===== src/hw/fpc_pkg.sv =====
// Constants and types for the flash page program control block
package fpc_pkg;

	// Flash control register layout
	localparam int KEY_MSB = 7;
	localparam int KEY_LSB = 4;
	localparam int MAP_BIT = 3;
	localparam int SEL_MSB = 2;
	localparam int SEL_LSB = 1;
	localparam int BUSY_BIT = 0;
	localparam logic [3:0] KEY_ARM = 4'h5;
	localparam logic [3:0] KEY_GO = 4'ha;
	localparam logic [3:0] KEY_READ = 4'h0;

	// Space select codes
	localparam logic [1:0] SEL_APP = 2'h0;
	localparam logic [1:0] SEL_SIG = 2'h1;
	localparam logic [1:0] SEL_FUSE = 2'h2;
	localparam logic [1:0] SEL_RSVD = 2'h3;

	// Address limits of the mapped read spaces
	localparam logic [15:0] USIG_LAST = 16'h01ff;
	localparam logic [15:0] VSIG_LAST = 16'h027f;
	localparam logic [15:0] FUSE_LAST = 16'h007f;
	localparam logic [15:0] SEC_LAST = 16'h00ff;

	localparam logic [7:0] BYTE_ERASED = 8'hff;
	localparam int OFS_BITS = 6;
	localparam int HALF_BIT = 6;
	localparam int PAGE_LSB = 7;

	// Array spaces
	typedef enum logic [2:0] {
		SP_APP = 3'b000,
		SP_USIG = 3'b001,
		SP_VSIG = 3'b010,
		SP_UFUSE = 3'b011,
		SP_SEC = 3'b100
	} fpc_space_e;

	typedef enum logic [1:0] {
		OP_READ = 2'b00,
		OP_ERASE = 2'b01,
		OP_WRITE = 2'b10
	} fpc_op_e;

	typedef enum logic [2:0] {
		ST_IDLE = 3'b000,
		ST_ERASE = 3'b001,
		ST_SCAN = 3'b010,
		ST_RDOLD = 3'b011,
		ST_WRITE = 3'b100,
		ST_FINISH = 3'b101,
		ST_CREAD = 3'b110
	} fpc_state_e;

	// Request to the flash array
	typedef struct packed {
		fpc_op_e op;
		fpc_space_e space;
		logic [15:0] addr;
		logic [7:0] wdata;
	} fpc_arr_s;

	// Result of mapping a code read
	typedef struct packed {
		logic ok;
		fpc_space_e space;
	} fpc_map_s;

endpackage


===== src/hw/fpc_ctrl.sv =====
// Flash page program control: key launch, page buffer and sequencer
`timescale 1ns/1ps
`default_nettype none

module fpc_ctrl #(
	parameter int BUF_BYTES = 64
)(
	input wire logic CLOCK,
	input wire logic RSTN,
	input wire logic FCR_WR,
	input wire logic [7:0] FCR_WDATA,
	output logic [7:0] FCR_RDATA,
	input wire logic INSTR_DONE,
	input wire logic EXEC_INTERNAL,
	input wire logic AUTO_ERASE,
	input wire logic EXTERNAL_RAM_SELECT_BIT_SEL,
	input wire logic XWR,
	input wire logic [15:0] XADDR,
	input wire logic [7:0] XWDATA,
	output logic DMEM_WR,
	output logic DMEM_EXT,
	output logic [15:0] DMEM_ADDR,
	output logic [7:0] DMEM_WDATA,
	input wire logic CODE_RD,
	input wire logic [15:0] CODE_ADDR,
	output logic CODE_RVALID,
	output logic [7:0] CODE_RDATA,
	output logic ARR_REQ,
	output fpc_pkg::fpc_arr_s ARR_CMD,
	input wire logic ARR_ACK,
	input wire logic [7:0] ARR_RDATA,
	input wire logic BROWNOUT,
	input wire logic ERR_CLR,
	output logic ERR_FLAG,
	output logic CPU_STALL,
	output logic IRQ_HOLD
);

	localparam int IW = $clog2(BUF_BYTES);
	localparam logic [IW-1:0] IDX_LAST = IW'(BUF_BYTES - 1);

	function automatic fpc_pkg::fpc_map_s map_read(input logic [1:0] sel,
		input logic [15:0] a);
		fpc_pkg::fpc_map_s m;
		m.ok = 1'b1;
		m.space = fpc_pkg::SP_APP;
		if (sel == fpc_pkg::SEL_SIG)
		begin
			m.ok = (a <= fpc_pkg::VSIG_LAST);
			m.space = (a <= fpc_pkg::USIG_LAST) ? fpc_pkg::SP_USIG :
				fpc_pkg::SP_VSIG;
		end
		else if (sel == fpc_pkg::SEL_FUSE)
		begin
			m.ok = (a <= fpc_pkg::SEC_LAST);
			m.space = (a <= fpc_pkg::FUSE_LAST) ? fpc_pkg::SP_UFUSE :
				fpc_pkg::SP_SEC;
		end
		else if (sel == fpc_pkg::SEL_RSVD)
		begin
			m.ok = 1'b0;
		end
		return m;
	endfunction

	logic map_r;
	logic [1:0] sel_r;
	logic busy_r;
	logic armed_r;
	logic seen_r;
	logic stall_r;
	logic err_r;
	logic bo_meta_r;
	logic bo_r;
	logic [7:0] buf_r [BUF_BYTES];
	logic [BUF_BYTES-1:0] loaded_r;
	logic [8:0] page_r;
	logic half_r;
	logic [IW-1:0] idx_r;
	fpc_pkg::fpc_state_e state_r;
	fpc_pkg::fpc_space_e tgt_r;
	logic ae_r;
	logic req_r;
	fpc_pkg::fpc_arr_s cmd_r;
	logic pend_r;
	logic [15:0] caddr_r;
	logic rvalid_r;
	logic [7:0] rdata_r;
	logic dwr_r;
	logic dext_r;
	logic [15:0] daddr_r;
	logic [7:0] dwdata_r;

	logic [3:0] wkey;
	logic [1:0] wsel;
	logic key_arm;
	logic launch;
	fpc_pkg::fpc_map_s cmap;
	logic [15:0] wr_addr;

	assign wkey = FCR_WDATA[fpc_pkg::KEY_MSB:fpc_pkg::KEY_LSB];
	assign wsel = FCR_WDATA[fpc_pkg::SEL_MSB:fpc_pkg::SEL_LSB];
	// Key 5 arms nothing for the reserved select
	assign key_arm = FCR_WR && !busy_r && wkey == fpc_pkg::KEY_ARM &&
		wsel != fpc_pkg::SEL_RSVD;
	assign launch = FCR_WR && !busy_r && armed_r &&
		wkey == fpc_pkg::KEY_GO && wsel != fpc_pkg::SEL_RSVD;
	assign cmap = map_read(sel_r, caddr_r);
	assign wr_addr = {page_r, half_r, idx_r};

	assign FCR_RDATA = {fpc_pkg::KEY_READ, map_r, sel_r, busy_r};
	assign DMEM_WR = dwr_r;
	assign DMEM_EXT = dext_r;
	assign DMEM_ADDR = daddr_r;
	assign DMEM_WDATA = dwdata_r;
	assign CODE_RVALID = rvalid_r;
	assign CODE_RDATA = rdata_r;
	assign ARR_REQ = req_r;
	assign ARR_CMD = cmd_r;
	assign ERR_FLAG = err_r;
	assign CPU_STALL = stall_r;
	assign IRQ_HOLD = stall_r;

	// Map and select bits
	always_ff @(posedge CLOCK or negedge RSTN)
	begin
		if (!RSTN)
		begin
			map_r <= 1'b0;
			sel_r <= fpc_pkg::SEL_APP;
		end
		else if (FCR_WR)
		begin
			map_r <= FCR_WDATA[fpc_pkg::MAP_BIT];
			sel_r <= wsel;
		end
	end

	// Key sequence: only one instruction end, the key 5 write's own, allowed before the key A write
	always_ff @(posedge CLOCK or negedge RSTN)
	begin
		if (!RSTN)
		begin
			armed_r <= 1'b0;
			seen_r <= 1'b0;
		end
		else if (key_arm)
		begin
			armed_r <= 1'b1;
			seen_r <= INSTR_DONE;
		end
		else if (FCR_WR)
		begin
			armed_r <= 1'b0;
			seen_r <= 1'b0;
		end
		else if (armed_r && INSTR_DONE)
		begin
			if (seen_r)
				armed_r <= 1'b0;
			seen_r <= 1'b1;
		end
	end

	// Brown-out synchroniser
	always_ff @(posedge CLOCK or negedge RSTN)
	begin
		if (!RSTN)
		begin
			bo_meta_r <= 1'b0;
			bo_r <= 1'b0;
		end
		else
		begin
			bo_meta_r <= BROWNOUT;
			bo_r <= bo_meta_r;
		end
	end

	// Error flag, set wins over clear
	always_ff @(posedge CLOCK or negedge RSTN)
	begin
		if (!RSTN)
			err_r <= 1'b0;
		else if (busy_r && bo_r)
			err_r <= 1'b1;
		else if (ERR_CLR)
			err_r <= 1'b0;
	end

	// Data writes: page buffer or data memory
	always_ff @(posedge CLOCK or negedge RSTN)
	begin
		if (!RSTN)
		begin
			dwr_r <= 1'b0;
			dext_r <= 1'b0;
			daddr_r <= 16'h0000;
			dwdata_r <= 8'h00;
		end
		else
		begin
			dwr_r <= XWR && !map_r;
			if (XWR && !map_r)
			begin
				dext_r <= EXTERNAL_RAM_SELECT_BIT_SEL;
				daddr_r <= XADDR;
				dwdata_r <= XWDATA;
			end
		end
	end

	// Page buffer loading and clearing
	always_ff @(posedge CLOCK or negedge RSTN)
	begin
		if (!RSTN)
		begin
			loaded_r <= '0;
			page_r <= 9'h000;
			half_r <= 1'b0;
		end
		else if (state_r == fpc_pkg::ST_FINISH)
			loaded_r <= '0;
		else if (XWR && map_r && !busy_r)
		begin
			page_r <= XADDR[15:fpc_pkg::PAGE_LSB];
			half_r <= XADDR[fpc_pkg::HALF_BIT];
			loaded_r[XADDR[fpc_pkg::OFS_BITS-1:0]] <= 1'b1;
		end
	end

	always_ff @(posedge CLOCK)
	begin
		if (XWR && map_r && !busy_r && !loaded_r[XADDR[fpc_pkg::OFS_BITS-1:0]])
			buf_r[XADDR[fpc_pkg::OFS_BITS-1:0]] <= XWDATA;
	end

	// Busy and CPU stall
	always_ff @(posedge CLOCK or negedge RSTN)
	begin
		if (!RSTN)
		begin
			busy_r <= 1'b0;
			stall_r <= 1'b0;
		end
		else if (launch)
		begin
			busy_r <= 1'b1;
			stall_r <= EXEC_INTERNAL;
		end
		else if (state_r == fpc_pkg::ST_FINISH)
		begin
			busy_r <= 1'b0;
			stall_r <= 1'b0;
		end
	end

	// Code read request capture
	always_ff @(posedge CLOCK or negedge RSTN)
	begin
		if (!RSTN)
		begin
			pend_r <= 1'b0;
			caddr_r <= 16'h0000;
		end
		else if (CODE_RD)
		begin
			pend_r <= 1'b1;
			caddr_r <= CODE_ADDR;
		end
		else if (state_r == fpc_pkg::ST_IDLE && !launch)
			pend_r <= 1'b0;
	end

	// Array sequencer
	always_ff @(posedge CLOCK or negedge RSTN)
	begin
		if (!RSTN)
		begin
			state_r <= fpc_pkg::ST_IDLE;
			tgt_r <= fpc_pkg::SP_APP;
			ae_r <= 1'b0;
			idx_r <= '0;
			req_r <= 1'b0;
			cmd_r <= '0;
			rvalid_r <= 1'b0;
			rdata_r <= 8'h00;
		end
		else
		begin
			rvalid_r <= 1'b0;
			if (busy_r && bo_r && state_r != fpc_pkg::ST_FINISH)
			begin
				req_r <= 1'b0;
				state_r <= fpc_pkg::ST_FINISH;
			end
			else
			begin
				case (state_r)
				fpc_pkg::ST_IDLE:
				begin
					idx_r <= '0;
					if (launch)
					begin
						ae_r <= AUTO_ERASE;
						tgt_r <= (wsel == fpc_pkg::SEL_SIG) ? fpc_pkg::SP_USIG :
							(wsel == fpc_pkg::SEL_FUSE) ? fpc_pkg::SP_UFUSE :
							fpc_pkg::SP_APP;
						if (AUTO_ERASE)
						begin
							req_r <= 1'b1;
							cmd_r.op <= fpc_pkg::OP_ERASE;
							cmd_r.space <= (wsel == fpc_pkg::SEL_SIG) ?
								fpc_pkg::SP_USIG : (wsel == fpc_pkg::SEL_FUSE) ?
								fpc_pkg::SP_UFUSE : fpc_pkg::SP_APP;
							cmd_r.addr <= {page_r, 7'h00};
							state_r <= fpc_pkg::ST_ERASE;
						end
						else
							state_r <= fpc_pkg::ST_SCAN;
					end
					else if (pend_r)
					begin
						if (cmap.ok)
						begin
							req_r <= 1'b1;
							cmd_r.op <= fpc_pkg::OP_READ;
							cmd_r.space <= cmap.space;
							cmd_r.addr <= caddr_r;
							state_r <= fpc_pkg::ST_CREAD;
						end
						else
						begin
							rvalid_r <= 1'b1;
							rdata_r <= fpc_pkg::BYTE_ERASED;
						end
					end
				end
				fpc_pkg::ST_CREAD:
					if (ARR_ACK)
					begin
						req_r <= 1'b0;
						rvalid_r <= 1'b1;
						rdata_r <= ARR_RDATA;
						state_r <= fpc_pkg::ST_IDLE;
					end
				fpc_pkg::ST_ERASE:
					if (ARR_ACK)
					begin
						req_r <= 1'b0;
						state_r <= fpc_pkg::ST_SCAN;
					end
				fpc_pkg::ST_SCAN:
					if (loaded_r[idx_r])
					begin
						req_r <= 1'b1;
						cmd_r.space <= tgt_r;
						cmd_r.addr <= wr_addr;
						if (ae_r)
						begin
							cmd_r.op <= fpc_pkg::OP_WRITE;
							cmd_r.wdata <= buf_r[idx_r];
							state_r <= fpc_pkg::ST_WRITE;
						end
						else
						begin
							cmd_r.op <= fpc_pkg::OP_READ;
							state_r <= fpc_pkg::ST_RDOLD;
						end
					end
					else if (idx_r == IDX_LAST)
						state_r <= fpc_pkg::ST_FINISH;
					else
						idx_r <= idx_r + 1'b1;
				fpc_pkg::ST_RDOLD:
					if (ARR_ACK)
					begin
						cmd_r.op <= fpc_pkg::OP_WRITE;
						cmd_r.wdata <= ARR_RDATA & buf_r[idx_r];
						state_r <= fpc_pkg::ST_WRITE;
					end
				fpc_pkg::ST_WRITE:
					if (ARR_ACK)
					begin
						req_r <= 1'b0;
						if (idx_r == IDX_LAST)
							state_r <= fpc_pkg::ST_FINISH;
						else
						begin
							idx_r <= idx_r + 1'b1;
							state_r <= fpc_pkg::ST_SCAN;
						end
					end
				fpc_pkg::ST_FINISH:
					state_r <= fpc_pkg::ST_IDLE;
				default:
					state_r <= fpc_pkg::ST_IDLE;
				endcase
			end
		end
	end
endmodule
`default_nettype wire


===== config.mk =====
export PLATFORM = sky130hd
export DESIGN_NAME = fpc_ctrl
export DESIGN_NICKNAME = d
export VERILOG_FILES = /design/src/hw/fpc_pkg.sv /design/src/hw/fpc_ctrl.sv
export SDC_FILE = /design/constraint.sdc
export NUM_CORES = 1
export LEC_CHECK = 0
export ABC_CLOCK_PERIOD_IN_PS = 3600
export CAP_MARGIN = 0
export CORE_UTILIZATION = 30
export CTS_BUF_LIST = sky130_fd_sc_hd__clkbuf_4
export DETAILED_ROUTE_END_ITERATION = 7
export DONT_BUFFER_PORTS = 1
export SLEW_MARGIN = 20
export SYNTH_ARGS = -nofsm -noshare
export SYNTH_HDL_FRONTEND = slang
export SYNTH_SLANG_ARGS = --single-unit

===== constraint.sdc =====
create_clock -name CLOCK -period 3.6 [get_ports CLOCK]
set_input_delay 0.36 -clock CLOCK [delete_from_list [all_inputs] [get_ports CLOCK]]
set_output_delay 0.36 -clock CLOCK [all_outputs]
set_load 0.01 [all_outputs]

# == Yosys cells after proc, flatten, opt, wreduce, memory -nomap -nowiden ==
# Memories as Yosys holds them, arrays and structs flattened.
# Index checks and enable logic that the tools add are counted.
# classes
order_cmp,7
eq_ne,38
reduce_logical,43
n_bitwise,4
n_addsub,1
muxes,81
# op_table
op,n
$mux 64,2
$mux 21,4
$or 64x64->64,1
$mux 8,6
$mux 3,14
$pmux 19 s2,1
$mux 1,33
$pmux 8 s2,2
$mux 29,1
$ne 3x3->1 const B,9
$ne 2x2->1 const B,10
$mux 6,3
$pmux 3 s6,1
$pmux 6 s3,1
$reduce_and 6->1,3
$le 16x10->1 const B,1
$le 16x7->1 const B,1
$le 16x8->1 const B,1
$le 16x9->1 const B,1
$logic_and 1x1->1,15
$lt 6x7->1 const B,2
$reduce_and 7->1,2
$reduce_bool 2->1,7
$bmux 1 s6,2
30 further kinds,51
# totals
memories,1
register_bits,179
inputBits,68
mem_bits_rw,512
word_cells,204
# memory_table
memory,words,width,read_ports,rd_ports_with_merged_regs,wr,line_no,rtl
buf_r,64,8,1,0,1,fpc_ctrl.sv:75,logic [7:0] buf_r [BUF_BYTES];

# == Depth between registers and ports, before layout ==
# Gate-level depths: netlist of run 1.
# logic_depth
word_depth,9
depth_mapped,11
ltp_nobuf,8

# == Worst setup path after synthesis of run 1 ==
# Ideal clock, no wire load.
# synth_timing
path_kind,input to register
startpoint,input port XADDR[0]
endpoint,memory buf_r[37][0] (enable)
cell_stages,9
setup_slack_ns,0.470
setup_time_ns,0.370
arrival_ns,2.760
required_ns,3.230
path_cell_list,clkbuf_1 mux4_2 mux2_2 a22o_1 a211oi_1 and4_1 buf_2 nand2_1 nor2_1
# synth_between
elab_chain_len,6
# synth_rtl
item,line_no,rtl
from (decl),fpc_ctrl.sv:18,"input wire logic [15:0] XADDR,"
$bmux 1 s6,fpc_ctrl.sv:234,if (XWR && map_r && !busy_r && !loaded_r[XADDR[fpc_pkg::OFS_BITS-1:0]])
$mux 1 (not written as such),fpc_ctrl.sv:234,
$logic_not 1->1,fpc_ctrl.sv:234,
$logic_and 1x1->1,fpc_ctrl.sv:234,
$mux 1,fpc_ctrl.sv:234,
$mux 1 (not written as such),fpc_ctrl.sv:235,buf_r[XADDR[fpc_pkg::OFS_BITS-1:0]] <= XWDATA;
to (decl),fpc_ctrl.sv:75,
# Several ways; a longest one is shown, not always the timed one. The select of a mux whose other input is x is not followed.

# == Final worst setup path of run 1 ==
# layout_timing
startpoint,register idx_r[0]
endpoint,register cmd_r (netlist bit ARR_CMD[5])
# layout_between
elab_chain_len,4
# layout_rtl
item,line_no,rtl
from (decl),fpc_ctrl.sv:79,logic [IW-1:0] idx_r;
from (signal assigned),fpc_ctrl.sv:374,idx_r <= idx_r + 1'b1;
from (signal assigned),fpc_ctrl.sv:390,idx_r <= idx_r + 1'b1;
$mem_v2 64x8 or $bmux 1 s6 (tied branches),n/a,
"$and 8x8->8, or another cell as far along",fpc_ctrl.sv:379,cmd_r.wdata <= ARR_RDATA & buf_r[idx_r];
"$mux 8, or another cell as far along",fpc_ctrl.sv:376,if (ARR_ACK)
$pmux 8 s2 or $reduce_and 5->1 (tied branches),n/a,
to (decl),fpc_ctrl.sv:84,fpc_pkg::fpc_arr_s cmd_r;
# Several ways; a longest one is shown, not always the timed one. The select of a mux whose other input is x is not followed.
# A chain may end at the register's enable or synchronous reset.

==> flow_metrics.env, run 1 <==
export IMPL_status="finished, violations left"
export IMPL_violations="negative hold slack"
export IMPL_timing_reg2reg_worst_path_depth=7
export IMPL_startpoint_type="flop"
export IMPL_pin_count=144
export IMPL_register_area_um2=19840
export IMPL_critPathCapture="ARR_CMD[5]$_DFFE_PN0P_"
export IMPL_finalSetupTns_ns=0
export IMPL_grt_overflow=0
export IMPL_vias=16370
export IMPL_post_cts_setup_buffers=0
export IMPL_rows=112
export IMPL_placedCellCount=2891
export IMPL_hold_slack_ns=-0.9352
export IMPL_routedWlPerCell_um=22.38
export IMPL_nFillCells=8808
export IMPL_tritoncts="done"
export IMPL_clk_latency_ns=1.02
export IMPL_maxSlewHeadroom=0.2826
export IMPL_startpoint="idx_r[0]$_DFFE_PN0P_"
export IMPL_cp_end_kind="flop"
export IMPL_yosysTopAreaCell="edfxtp_1"
export IMPL_start_util=0.3027
export IMPL_fin_crit_ns=3.371
export IMPL_worstPathArrival_ns=4.27
export IMPL_synth_main_ff_cell="edfxtp_1"
export IMPL_htree_levels=4
export IMPL_r2r_start="idx_r[0]$_DFFE_PN0P_"
export IMPL_cp_max_fo=23
export IMPL_final_nets=2004
export IMPL_die_area_um2=95390
export IMPL_slew_viol_final=0
export IMPL_postSynthAreaPerCell_um2=17.42
export IMPL_multi_input_area_um2=7885
export IMPL_vdd_drop_max_mv=0.2811
export IMPL_dp_hpwl_mm=44.16
export IMPL_power_density_nw_per_um2=608.1
export IMPL_yosysWarnings=0
export IMPL_vias_per_cell=4.949
export IMPL_rsz0062_at_grt="false"
export IMPL_synth_distinct_cells=71
export IMPL_final_cell_count_no_fill=3307
export IMPL_die_x_um=308.9
export IMPL_drt_iter0_markers=1495
export IMPL_tightest_slew_ns=1.075
export IMPL_clk_pin_slew_ns=0.08
export IMPL_timing_rr_end="ARR_CMD[5]$_DFFE_PN0P_"
export IMPL_finalHoldViolCount=178
export IMPL_grt_total_usage=0.1563
export IMPL_ys_ff_latch=690
export IMPL_max_cap_viol_count=0
export IMPL_synth_area_top_cells="edfxtp_1 54%, dfrtp_1 16%, mux4_2 14%"
export IMPL_syn2layout_area_growth_pct=19.62
export IMPL_drive_above_1_share=0.3140
export IMPL_skew_ns=0.07067
export IMPL_ctsHoldBuffers=121
export IMPL_yosysSeqAreaShare=0.7020
export IMPL_synth_top_area_frac=0.5443
export IMPL_async_flop_share=0.2580
export IMPL_portBuffers=0
export IMPL_worstPathRequired_ns=4.50
export IMPL_first_global_vias=17110
export IMPL_cts_buffer_depth=3
export IMPL_leakage_nw=11.77
export IMPL_fmax_ghz=0.2966
export IMPL_grt_max_degree=179
export IMPL_max_stage_delay_ns=0.73
export IMPL_drtAntennaViolNets=0
export IMPL_drt_total_wl_mm=74.02
export IMPL_postLayoutCoreUtil=0.3621
export IMPL_cts_made_buffers=173
export IMPL_setup_viol=0
export IMPL_reg2reg_slack_ns=0.23
export IMPL_routabilityCongestion=0.8138
export IMPL_netlist_instances=1622
export IMPL_cp_cell_sequence="mux4_2 -> mux2i_1 -> nor3_1 -> nor4_2 -> nor3_2 -> a31oi_4 -> mux2_2"
export IMPL_synth_edf_count=512
export IMPL_core_area_um2=93330
export IMPL_p_total_mw=20.55
export IMPL_critical_path_class="reg2reg"
export IMPL_antenna_found_initial=3
export IMPL_drc=0
export IMPL_cts_root_buf="clkbuf_4"
export IMPL_synth_area_um2=28250
export IMPL_hold_path_class="in2async"
export IMPL_die_y_um=308.9
export IMPL_slowest_stage="dfrtp_4"
export IMPL_dr_pass1_iters=5
export IMPL_grt_pass1_wl_mm=109.8
export IMPL_cts_resized=0
export IMPL_clock_sinks=690
export IMPL_period_share=0.9365
cells in the final DEF (no fill, tap or decap), types with 9 or more instances in the layout:
cell type	Yosys	final
nor2_1	161	161
mux2_2	67	67
a22oi_1	21	21
dlygate4sd3_1	0	113
nor3_1	12	11
mux2_1	9	9
clkbuf_4	0	249
mux4_2	180	180
buf_4	8	104
nand3_1	12	12
o22a_1	10	10
dfrtp_1	178	174
nand2_1	125	125
clkinv_1	1	28
o21ai_0	24	24
nor2b_1	10	10
inv_1	14	14
edfxtp_1	512	512
a21oi_1	80	80
synth_stat cells (3+ instances only):
master	instances
a221oi_1	4
buf_1	19
and3_1	3
o2bb2ai_1	5
mux2i_1	8
o31ai_1	6
and2_1	4
a31oi_1	4
nor2_1	161
clkbuf_1	47
o221ai_1	3
ha_1	3
inv_1	14
nand2_1	125
o22ai_1	3
buf_4	8
a21o_1	3
or3_1	4
mux4_2	180
nor3_1	12
a211oi_1	4
nor3b_1	5
buf_6	10
nand3_1	12
o22a_1	10
edfxtp_1	512
o21ai_0	24
a21oi_1	80
nor2b_1	10
dfrtp_1	178
buf_2	13
mux2_2	67
a22oi_1	21
mux2_1	9
nand2b_1	5
nor4_1	3
critical path: cells and delay by family (launching register included):
kind             cells  cell delay [ns]
AO/OA/AOI/OAI        1             0.50
flip-flops           1             0.73
multiplexers         3             1.19
AND/OR/NAND/NOR      3             0.83
per-layer routing:
| layer | global-route usage | share of wire | up-vias |
|---|---|---|---|
| met1 | 0.2048 | 0.42 | 8499 |
| met4 | 0.05365 | 0.020 | 4 |
| met2 | 0.2525 | 0.49 | 641 |
| met3 | 0.03933 | 0.072 | 122 |
| met5 | 0 | 0.00054 | - |
| li1 | - | - | 7101 |
power breakdown:
group | internal [mW] | switching (mW) | total, mW
Clock | 3.40 | 3.16 | 6.56
Sequential | 9.06 | 0.738 | 9.80
Combinational | 2.08 | 2.11 | 4.19
worst min-delay path by stage:
| stage | end | slack (ns) | depth (start not counted) |
|---|---|---|---|
| global route | CODE_RDATA[5]$_DFFE_PN0P_ | -1.07 | 0 |
| floorplan | ARR_CMD[0]$_DFFE_PN0P_ | 0.06 | 0 |
| global placement | DMEM_EXT$_DFFE_PN0P_ | 0.07 | 0 |
| CTS | armed_r$_DFFE_PN0P_ | -1.09 | 0 |
| detailed placement | caddr_r[5]$_DFFE_PN0P_ | 0.07 | 0 |
| finish | ARR_REQ$_DFFE_PN0P_ | -0.94 | 0 |
area by class of cell:
type | instances | share of cell area
Antenna cell | 2 | 0.0001481
Inverter | 15 | 0.001666
Clock inverter | 44 | 0.009331
Timing Repair Buffer | 231 | 0.06665
Tap cell | 1254 | 0.04643
Clock buffer | 249 | 0.05532
Multi-Input combinational cell | 822 | 0.2333
Sequential cell | 690 | 0.5871
kinds of logic after synthesis:
logic type / after synthesis / synth area share
buffers and inverters: 113 / 0.01971
other: 1 / 0.0001328
multiplexers: 266 / 0.1785
flip-flops: 690 / 0.7020
AO/OA/AOI/OAI: 187 / 0.04288
adder cells (fa/ha/maj): 3 / 0.001329
AND/OR/NAND/NOR: 360 / 0.05488
XOR/XNOR: 2 / 0.0006202
sequential cells by signal, summed over array words and instances (netlist names), 2 cells and up:
signal,count
ARR_CMD,29
tgt_r,2
sel_r,2
page_r,9
loaded_r,64
idx_r,6
CODE_RDATA,8
buf_r,512
DMEM_WDATA,8
state_r,3
caddr_r,16
DMEM_ADDR,16
metrics by stage:
step                      setup WS [ns]  instance area [um^2]
after floorplan                  0.4696                 28260
after global placement           0.2913                 30250
after detailed placement         0.2603                 30250
after CTS                        0.2989                 33780
after global routing             0.1687                 33790
final                            0.2285                 33790
Note: power is estimated with default switching activity, not from simulation.
==> run 2: changes to the inputs <==
--- a/config.mk
+++ b/config.mk
@@ -9,8 +9,10 @@
 export CAP_MARGIN = 0
 export CORE_UTILIZATION = 30
 export CTS_BUF_LIST = sky130_fd_sc_hd__clkbuf_4
+export CTS_CLUSTER_SIZE = 16
 export DETAILED_ROUTE_END_ITERATION = 7
 export DONT_BUFFER_PORTS = 1
+export PLACE_DENSITY_LB_ADDON = 0.2
 export SLEW_MARGIN = 20
 export SYNTH_ARGS = -nofsm -noshare
 export SYNTH_HDL_FRONTEND = slang
==> flow_metrics.env, run 2 (synthesis results as in run 1) <==
export IMPL_status="finished, violations left"
export IMPL_violations="negative hold slack"
export IMPL_die_y_um=308.9
export IMPL_r2r_start="idx_r[0]$_DFFE_PN0P_"
export IMPL_period_share=0.9577
export IMPL_largest_reg_flops=512
export IMPL_core_area_um2=93330
export IMPL_timing_reg2reg_worst_path_depth=7
export IMPL_finalSetupTns_ns=0
export IMPL_fin_area_um2=34160
export IMPL_final_cell_count_no_fill=3358
export IMPL_dr_pass1_iters=5
export IMPL_fmax_ghz=0.2900
export IMPL_grt_max_degree=179
export IMPL_worstPathArrival_ns=4.32
export IMPL_portBuffers=0
export IMPL_final_common_cell="edfxtp_1"
export IMPL_drt_total_wl_mm=78.05
export IMPL_tightest_slew_ns=1.072
export IMPL_cts_buffer_depth=3
export IMPL_routabilityCongestion=0.7820
export IMPL_start_util=0.3027
export IMPL_routedWlPerCell_um=23.24
export IMPL_slew_viol_final=0
export IMPL_die_area_um2=95390
export IMPL_timing_rr_end="ARR_CMD[4]$_DFFE_PN0P_"
export IMPL_setup_viol=0
export IMPL_worst_slack_ns=0.1523
export IMPL_power_density_nw_per_um2=620.0
export IMPL_dp_hpwl_mm=47.09
export IMPL_drtAntennaViolNets=0
export IMPL_cp_max_fo=35
export IMPL_final_nets=2027
export IMPL_htree_levels=4
export IMPL_grt_overflow=0
export IMPL_clk_pin_slew_ns=0.06
export IMPL_first_global_vias=17000
export IMPL_grt_pass1_wl_mm=113.9
export IMPL_p_total_mw=21.18
export IMPL_hold_path_class="in2async"
export IMPL_worstPathRequired_ns=4.47
export IMPL_tritoncts="done"
export IMPL_vdd_drop_max_mv=0.2028
export IMPL_vias_per_cell=4.882
export IMPL_rsz0062_at_grt="false"
export IMPL_nFillCells=8916
export IMPL_placedCellCount=2890
export IMPL_antenna_found_initial=5
export IMPL_drc=0
export IMPL_drive_above_1_share=0.3243
export IMPL_hold_slack_ns=-0.9530
export IMPL_final_cell_mix="512 x edfxtp_1, 285 x clkbuf_4, 180 x mux4_2"
export IMPL_cts_made_buffers=187
export IMPL_dp_slack_ns=0.04523
export IMPL_postPlaceCellArea_um2=30240
export IMPL_fin_crit_ns=3.448
export IMPL_ctsHoldBuffers=130
export IMPL_rows=112
export IMPL_cp_end_kind="flop"
export IMPL_clock_sinks=690
export IMPL_max_cap_viol_count=0
export IMPL_drt_iter0_markers=1547
export IMPL_syn2layout_area_growth_pct=20.92
export IMPL_die_x_um=308.9
export IMPL_clk_latency_ns=1.00
export IMPL_pin_count=144
export IMPL_critical_path_class="reg2reg"
export IMPL_vias=16400
export IMPL_maxSlewHeadroom=0.2827
export IMPL_postLayoutCoreUtil=0.3660
export IMPL_grt_total_usage=0.1652
export IMPL_leakage_nw=12.00
export IMPL_startpoint_type="flop"
export IMPL_finalHoldViolCount=178
export IMPL_cts_root_buf="clkbuf_4"
export IMPL_reg2reg_slack_ns=0.15
export IMPL_skew_ns=0.05962
## run 2: power breakdown
part	switching, mW	leakage [nW]	total, mW	internal [mW]
clock	3.30	1.46	7.12	3.82
sequential	0.685	6.86	9.75	9.06
combinational	2.20	3.68	4.31	2.10
## run 2: repair_timing
action	in CTS	in global routing
endpoints found under the setup margin	0	14
hold endpoints to repair	953	178
gates resized for setup	0	1
buffers inserted	0	1
## run 2: worst max path at each step
stage                             endpoint                 start  slack [ns]  cells past startpoint
floorplan           buf_r[37][0]$_DFFE_PP_              XADDR[0]        0.47                      9
finish              ARR_CMD[4]$_DFFE_PN0P_  idx_r[0]$_DFFE_PN0P_        0.15                      7
global route        ARR_CMD[4]$_DFFE_PN0P_  idx_r[0]$_DFFE_PN0P_        0.01                      7
detailed placement  ARR_CMD[9]$_DFFE_PN0P_  idx_r[0]$_DFFE_PN0P_        0.05                      9
CTS                 ARR_CMD[9]$_DFFE_PN0P_  idx_r[0]$_DFFE_PN0P_        0.08                      9
global placement    ARR_CMD[5]$_DFFE_PN0P_  idx_r[0]$_DFFE_PN0P_        0.08                      7
## run 2: critical path, stage by stage, from the launching register on
cell	delay [ns]
dfrtp_4	0.69
buf_12	0.32
buf_12	0.34
mux4_2	0.57
mux4_2	0.48
a22oi_1	0.48
a21oi_1	0.13
mux2_2	0.28
## run 2: area by class of cell
cell class	count	area (um^2)	share of cell area
flip-flops and latches	690	19840	0.5808
clock inverters	51	314.1	0.009194
well taps	1254	1569	0.04593
clock buffers	285	2140	0.06264
diodes	1	2.502	0.00007326
repair buffers	240	2359	0.06905
inverters	15	56.30	0.001648
multi-input cells	822	7880	0.2307
## run 2: layer usage
layer,up-vias,part of all wire,global-route usage
li1,7171,-,-
met1,8569,0.44,0.2273
met2,530,0.47,0.2544
met3,123,0.063,0.04049
met4,2,0.022,0.05779
met5,-,0.00017,0
